$ cat src/hw/tfs_pkg.sv
/*
  Package for the thermal/fan status readout: register offsets, bit positions,
  reset values and widths shared by the status bank and its helpers.
  Assumes a host-side byte read port with an 8-bit register address.
*/
package tfs_pkg;
  // register offsets
  localparam logic [7:0] OFS_STATUS_PRIMARY = 8'h02;
  localparam logic [7:0] OFS_STATUS_SECONDARY = 8'h03;
  localparam logic [7:0] OFS_TEMP_FRACTION = 8'h06;
  localparam logic [7:0] OFS_FAN_PERIOD = 8'h08;
  localparam logic [7:0] OFS_LOCAL_TEMP = 8'h0a;
  localparam logic [7:0] OFS_REMOTE_TEMP = 8'h0b;
  // primary status bit positions
  localparam int BIT_LOCAL_LOW = 7;
  localparam int BIT_LOCAL_HIGH = 6;
  localparam int BIT_DIODE_ERR = 5;
  localparam int BIT_REMOTE_ALARM = 4;
  localparam int BIT_REMOTE_LOW = 3;
  localparam int BIT_REMOTE_HIGH = 2;
  localparam int BIT_FULL_DUTY = 1;
  // secondary status bit positions
  localparam int BIT_LINE_PULLED = 7;
  localparam int BIT_LOCAL_ALARM = 6;
  // fraction register field positions
  localparam int FRAC_LOCAL_LSB = 5;
  localparam int FRAC_REMOTE_LSB = 0;
  localparam int FRAC_WIDTH = 3;
  // reset values
  localparam logic [7:0] RST_STATUS = 8'h00;
  localparam logic [7:0] RST_FRACTION = 8'h00;
  localparam logic [7:0] RST_FAN_PERIOD = 8'hff;
  localparam logic [7:0] RST_TEMP = 8'h1e;
  localparam logic [7:0] RST_TACH_LIMIT = 8'hff;
  // synchroniser depth for pin inputs
  localparam int SYNC_STAGES = 3;
endpackage

$ cat src/hw/tfs_pin_sync.sv
/*
  Three-stage pin synchroniser with agreement filter.
  Assumes the pin is asynchronous to clk; output changes only when stages
  two and three agree.
*/
`timescale 1ns/100ps
module tfs_pin_sync #(
  parameter logic RST_VAL = 1'b1
) (
  // clock and reset
  input wire logic clk,
  input wire logic sys_rst,
  // pin and filtered level
  input wire logic pin_in,
  output logic level_out
);
  logic s1_q;
  logic s2_q;
  logic s3_q;

  // first stage is read only by the second
  always_ff @(posedge clk) begin
    if (sys_rst) begin
      s1_q <= RST_VAL;
      s2_q <= RST_VAL;
      s3_q <= RST_VAL;
    end else begin
      s1_q <= pin_in;
      s2_q <= s1_q;
      s3_q <= s2_q;
    end
  end

  // level moves only once two late stages agree, which filters metastable blips
  always_ff @(posedge clk) begin
    if (sys_rst) begin
      level_out <= RST_VAL;
    end else if (s2_q == s3_q) begin
      level_out <= s3_q;
    end
  end
endmodule

$ cat src/hw/tfs_status_bank.sv
/*
  Status and measurement register bank of a temperature-sensing fan controller.
  Assumes a serial-bus front end presents one-cycle read strobes with a byte
  address, and a measurement engine presents conditions as levels plus a
  one-cycle cycle_done pulse at the end of each monitoring cycle.
*/
// How it works
// RL1 - local low sets flag; read or alert clears
// RL2 - local high sets flag; read or alert clears
// RL3 - diode short or open sets error flag
// RL4 - remote alarm flag, cleared by primary read
// RL5 - remote low sets flag; read or alert clears
// RL6 - remote high sets flag; read or alert clears
// RL7 - full duty PWM sets a status flag
// RL8 - full duty rearms only after condition ends
// RL9 - external alarm line pull-down flag, read clears
// RL10 - local alarm flag; secondary low bits zero
// RL11 - both status registers zero after reset
// RL12 - fraction bits: local 7:5, remote 2:0
// RL13 - fan period byte, all ones at reset
// RL14 - stall when period count exceeds limit
// RL15 - integer temperature bytes held separately
// RL16 - clear after capture; same-cycle set wins
`timescale 1ns/100ps
module tfs_status_bank #(
  parameter int DATA_W = 8
) (
  // clock and reset
  input wire logic clk,
  input wire logic sys_rst,
  // host read port
  input wire logic rd_stb,
  input wire logic [7:0] rd_addr,
  output logic [DATA_W-1:0] rd_data,
  output logic rd_valid,
  input wire logic alert_resp_done,
  // measurement engine inputs
  input wire logic cycle_done,
  input wire logic [DATA_W-1:0] local_temp,
  input wire logic [DATA_W-1:0] remote_temp,
  input wire logic [2:0] local_frac,
  input wire logic [2:0] remote_frac,
  input wire logic local_below_low,
  input wire logic local_above_high,
  input wire logic local_above_alarm,
  input wire logic remote_below_low,
  input wire logic remote_above_high,
  input wire logic remote_above_alarm,
  input wire logic diode_fault,
  input wire logic pwm_full_duty,
  input wire logic [DATA_W-1:0] tach_count,
  input wire logic [DATA_W-1:0] tach_limit,
  // alarm line pin as seen from the pad (low = pulled)
  input wire logic over_temp_alarm_line_in,
  // fan state
  output logic fan_stalled
);
  logic [DATA_W-1:0] status1_q;
  logic [DATA_W-1:0] status2_q;
  logic [DATA_W-1:0] frac_q;
  logic [DATA_W-1:0] fan_q;
  logic [DATA_W-1:0] ltemp_q;
  logic [DATA_W-1:0] rtemp_q;
  logic full_armed_q;
  logic line_level;
  logic rd_s1;
  logic rd_s2;
  logic alert_clr;
  logic [DATA_W-1:0] set1;
  logic [DATA_W-1:0] clr1;
  logic [DATA_W-1:0] set2;

  // pin passes four flops (three stages plus the filtered level) before it may raise a flag
  tfs_pin_sync #(
    .RST_VAL(1'b1)
  ) u_line_sync (
    .clk(clk),
    .sys_rst(sys_rst),
    .pin_in(over_temp_alarm_line_in),
    .level_out(line_level)
  );

  // read strobes decoded per register
  assign rd_s1 = rd_stb && (rd_addr == tfs_pkg::OFS_STATUS_PRIMARY);
  assign rd_s2 = rd_stb && (rd_addr == tfs_pkg::OFS_STATUS_SECONDARY);
  assign alert_clr = alert_resp_done;

  // primary set terms, gated to monitoring cycle ends
  always_comb begin
    set1 = '0;
    set1[tfs_pkg::BIT_LOCAL_LOW] = cycle_done && local_below_low; // RL1
    set1[tfs_pkg::BIT_LOCAL_HIGH] = cycle_done && local_above_high; // RL2
    set1[tfs_pkg::BIT_DIODE_ERR] = cycle_done && diode_fault; // RL3
    set1[tfs_pkg::BIT_REMOTE_ALARM] = cycle_done && remote_above_alarm; // RL4
    set1[tfs_pkg::BIT_REMOTE_LOW] = cycle_done && remote_below_low; // RL5
    set1[tfs_pkg::BIT_REMOTE_HIGH] = cycle_done && remote_above_high; // RL6
    // one set per full-duty episode
    set1[tfs_pkg::BIT_FULL_DUTY] = cycle_done && pwm_full_duty && full_armed_q; // RL7
  end

  // primary clear terms: a read clears all, alert clears only window flags
  always_comb begin
    clr1 = {DATA_W{rd_s1}};
    clr1[tfs_pkg::BIT_LOCAL_LOW] = rd_s1 || alert_clr; // RL1
    clr1[tfs_pkg::BIT_LOCAL_HIGH] = rd_s1 || alert_clr; // RL2
    clr1[tfs_pkg::BIT_REMOTE_LOW] = rd_s1 || alert_clr; // RL5
    clr1[tfs_pkg::BIT_REMOTE_HIGH] = rd_s1 || alert_clr; // RL6
  end

  // secondary set terms; low six bits never set
  always_comb begin
    set2 = '0;
    set2[tfs_pkg::BIT_LINE_PULLED] = !line_level; // RL9
    set2[tfs_pkg::BIT_LOCAL_ALARM] = cycle_done && local_above_alarm; // RL10
  end

  // sticky flags; set beats clear so a same-cycle event is kept
  always_ff @(posedge clk) begin
    if (sys_rst) begin
      status1_q <= tfs_pkg::RST_STATUS; // RL11
      status2_q <= tfs_pkg::RST_STATUS; // RL11
    end else begin
      status1_q <= (status1_q & ~clr1) | set1; // RL16
      status2_q <= (status2_q & ~{DATA_W{rd_s2}}) | set2; // RL16
    end
  end

  // full-duty rearm: disarmed once flag is set, rearmed when condition ends
  always_ff @(posedge clk) begin
    if (sys_rst) begin
      full_armed_q <= 1'b1;
    end else if (!pwm_full_duty) begin
      full_armed_q <= 1'b1; // RL8
    end else if (set1[tfs_pkg::BIT_FULL_DUTY]) begin
      full_armed_q <= 1'b0; // RL8
    end
  end

  // measurement bytes latched at each cycle end so a read sees a coherent set
  always_ff @(posedge clk) begin
    if (sys_rst) begin
      frac_q <= tfs_pkg::RST_FRACTION;
      fan_q <= tfs_pkg::RST_FAN_PERIOD; // RL13
      ltemp_q <= tfs_pkg::RST_TEMP;
      rtemp_q <= tfs_pkg::RST_TEMP;
    end else if (cycle_done) begin
      frac_q <= '0;
      frac_q[tfs_pkg::FRAC_LOCAL_LSB +: tfs_pkg::FRAC_WIDTH] <= local_frac; // RL12
      frac_q[tfs_pkg::FRAC_REMOTE_LSB +: tfs_pkg::FRAC_WIDTH] <= remote_frac; // RL12
      fan_q <= tach_count; // RL13
      ltemp_q <= local_temp; // RL15
      rtemp_q <= remote_temp; // RL15
    end
  end

  // stall compare on the latched period; larger period means slower fan
  always_ff @(posedge clk) begin
    if (sys_rst) begin
      fan_stalled <= 1'b0;
    end else begin
      fan_stalled <= (fan_q > tach_limit); // RL14
    end
  end

  // read data captured from the pre-clear value in the strobe cycle
  always_ff @(posedge clk) begin
    if (sys_rst) begin
      rd_data <= '0;
      rd_valid <= 1'b0;
    end else begin
      rd_valid <= rd_stb;
      if (rd_stb) begin
        case (rd_addr)
          tfs_pkg::OFS_STATUS_PRIMARY: rd_data <= status1_q; // RL16
          tfs_pkg::OFS_STATUS_SECONDARY: rd_data <= status2_q; // RL16
          tfs_pkg::OFS_TEMP_FRACTION: rd_data <= frac_q;
          tfs_pkg::OFS_FAN_PERIOD: rd_data <= fan_q;
          tfs_pkg::OFS_LOCAL_TEMP: rd_data <= ltemp_q;
          tfs_pkg::OFS_REMOTE_TEMP: rd_data <= rtemp_q;
          default: rd_data <= '0;
        endcase
      end
    end
  end
endmodule

$ cat config.mk
export PLATFORM = sky130hd
export DESIGN_NAME = tfs_status_bank
export DESIGN_NICKNAME = d
export VERILOG_FILES = /design/src/hw/tfs_pkg.sv /design/src/hw/tfs_pin_sync.sv /design/src/hw/tfs_status_bank.sv
export SDC_FILE = /design/constraint.sdc
export NUM_CORES = 1
export LEC_CHECK = 0
export BUFFER_PORTS_ARGS = -buffer_cell sky130_fd_sc_hd__clkbuf_2
export CAP_MARGIN = 20
export CORE_ASPECT_RATIO = 1.1
export CORE_MARGIN = 8
export CORE_UTILIZATION = 50
export CTS_BUF_LIST = sky130_fd_sc_hd__clkbuf_2
export CTS_CLUSTER_DIAMETER = 50
export DETAILED_ROUTE_END_ITERATION = 10
export PLACE_DENSITY = 0.76
export SYNTH_ARGS = -nofsm -noshare
export SYNTH_HDL_FRONTEND = slang
export SYNTH_SLANG_ARGS = --single-unit
$ cat constraint.sdc
create_clock -name clk -period 2.13 [get_ports clk]
set_input_delay 0.639 -clock clk [delete_from_list [all_inputs] [get_ports clk]]
set_output_delay 0.639 -clock clk [all_outputs]
set_load 0.02 [all_outputs]
==> impl_metrics.yaml <==
status:
  status: "completed"
power_and_ir_drop:
  p_leak_nw: 1.58
  p_per_area_nw_per_um2: 707
  p_total_mw: 2.34
  vdd_drop_max_mv: 0.434
worst_setup_path:
  crit_end: "rd_data[6]"
  crit_arrival_ns: 1.02
  cp_num_cells: 1
  reg2reg_from: "fan_q[2]$_SDFFE_PP1P_"
  crit_slowest_cell: "dfxtp_1"
  crit_buf_inv: 1
  cp-startpoint: "rd_data[6]$_SDFFE_PP0P_"
  start_kind: "flop"
  max_stage_delay_ns: 0.37
  rr_worst_depth: 4
  end_kind: "output port"
  r2r-end: "rd_data[2]$_SDFFE_PP0P_"
  path_delay_family: "flip-flops"
  path_max_fanout: 2
  r2r_slack_ns: 0.80
  required_ns: 1.49
  path_class: "flop to output port"
  path_cells: "clkbuf_2"
logic_synthesis:
  synth.top_cells.by_area: "dfxtp_1 45%, mux2i_1 13%, nor2_1 5.0%"
  synthTopCellsByCount: "61 x dfxtp_1, 36 x nor2_1, 34 x mux2i_1, 22 x nand2_1, 12 x inv_1"
  yosysTopAreaCell: "dfxtp_1"
  ys_seq_area_share_pct: 44.9
  synth_area_um2: 2720
  netlist_instances: 293
  synth_top_area_share_pct: 44.9
  ys_warn_count: 0
  syn-mean-instance-area_um2: 9.29
  synth-seq-cells: 61
  yosysMostFrequentCell: "dfxtp_1"
  synthDistinctLibCells: 40
  synth_ff_type: "dfxtp_1"
  synth_nets: 361
  synth_edf_count: 0
  async_flop_share_pct: 0
global_route:
  grt_pass1_vias: 2400
  grt_pass1_wl_um: 11000
  antenna_found_initial: 0
  overflow: 0
  track_usage_pct: 17.5
  grt_max_degree: 23
clock_network:
  cts_buffers: 9
  cts_root_buf: "clkbuf_2"
  clock_path_buffers: 2
  insertion_delay_ns: 0.49
  hold_buffers: 0
  htreeDepth: 3
  ctsResizeCount: 0
  postCtsSetupBuffers: 0
  cts_sinks: 61
  cts_tree: "built"
  clk_pin_slew_ns: 0.15
route:
  wl_per_cell_um: 15.2
  dr.pass1.iters: 4
  vias: 2405
  routed_via_density: 5.40
  drtIter0Drc: 204
  antenna_left: 0
  drc: 0
  wl_um: 6790
sta:
  final.period_utilization_pct: 78.0
  setup-violations-final: 0
  rsz0062_at_grt: "false"
  tns_ns: 0
  fmax_mhz: 602
  tightest_slew_ns: 0.409
  period_needed_ns: 1.66
  slew_violations: 0
  clock_skew_ns: 0.0241
  hold_viol: 0
  max-slew-margin-rel_pct: 72.6
worst_hold_path:
  hold_class: "input port to flop"
final_layout:
  n_fill_cell: 488
  diodes: 0
  multi_input_area_um2: 1370
  seq_area_um2: 1220
  synthToLayoutAreaGrowth_pct: 21.6
  nNetsFinal: 433
  drive_above_1_share_pct: 28.4
placement:
  hpwlAfterDp_um: 5250
  port_buffers: 69
  gp_congestion: 0.882
floorplanning:
  chipHeight_um: 93.4
  start_util_pct: 51.1
  ios: 70
  dieArea_um2: 8060
  die_x_um: 86.3
  core_um2: 5330
  rows: 28
flow_run:
  drv_cap: 0
sequential cells by signal, summed over array words and instances, names as in the netlist:
signal                 flops
full_armed_q               1
u_line_sync.level_out      1
rd_valid                   1
status1_q                  8
frac_q                     6
u_line_sync.s3_q           1
fan_q                      8
rd_data                    8
fan_stalled                1
ltemp_q                    8
u_line_sync.s1_q           1
u_line_sync.s2_q           1
status2_q                  8
rtemp_q                    8
through the flow:
step / area, µm² / hold WS [ns] / util (%) / instances / setup slack [ns]
global placement: 3180 / 0.395 / 59.8 / 429 / 0.0276
detailed placement: 3180 / 0.398 / 59.8 / 429 / 0.00860
floorplan: 2720 / 0.389 / - / 293 / 0.135
CTS: 3310 / 0.304 / 62.1 / 445 / 0.429
finish: 3310 / 0.334 / 62.1 / 445 / 0.469
global route: 3310 / 0.300 / 62.1 / 445 / 0.399
report_power, final:
group	total, mW	leakage [nW]	internal (mW)	switching [mW]
Clock	0.789	0.0808	0.383	0.406
Sequential	1.23	0.502	1.20	0.0328
Combinational	0.321	0.996	0.156	0.165
kinds of logic after synthesis:
group	Yosys count	share of synthesized area, %
flip-flops	61	44.9
adder cells (fa/ha/maj)	8	3.68
AO/OA/AOI/OAI	53	14.3
multiplexers	40	15.0
AND/OR/NAND/NOR	99	17.6
buffers and inverters	32	4.64
cell type report:
cell class                      count  share of cell area, %
Sequential cell                    61                   36.9
Clock inverter                      6                   2.34
Multi-Input combinational cell    200                   41.5
Inverter                           12                   1.36
Tap cell                           75                   2.84
Clock buffer                       10                   1.51
Timing Repair Buffer               81                   13.5
layer usage:
layer	track usage [%]	vias to the layer above	share of wire, %
li1	-	1185	-
met1	20.3	1128	43
met2	27.5	72	48
met3	4.82	20	6.0
met4	11.8	0	3.2
met5	0	-	0
worst min path at each step:
stage                                start                          end  slack, ns  cells past startpoint
3_3_place_gp   u_line_sync.s1_q$_SDFF_PP1_  u_line_sync.s2_q$_SDFF_PP1_       0.40                      1
3_5_place_dp   u_line_sync.s1_q$_SDFF_PP1_  u_line_sync.s2_q$_SDFF_PP1_       0.40                      1
2_1_floorplan  u_line_sync.s1_q$_SDFF_PP1_  u_line_sync.s2_q$_SDFF_PP1_       0.39                      1
4_1_cts            over_temp_alarm_line_in  u_line_sync.s1_q$_SDFF_PP1_       0.30                      2
6_report           over_temp_alarm_line_in  u_line_sync.s1_q$_SDFF_PP1_       0.33                      2
5_1_grt            over_temp_alarm_line_in  u_line_sync.s1_q$_SDFF_PP1_       0.30                      2
cells in the final DEF (no fill, tap or decap), drive strengths merged, types with 3 or more instances in the layout:
cell     count
a22oi        7
o211ai       3
dfxtp       61
inv         12
o21ai        9
and3         9
nor2b        7
ha           8
mux2i       34
nand2       22
or2          3
nand3        7
a22o         7
a32oi        3
mux2         6
nor2        36
a21oi        7
buf         12
clkbuf      79
clkinv       4
o2bb2ai      3
No activity file was read; power rests on OpenSTA's default activity.
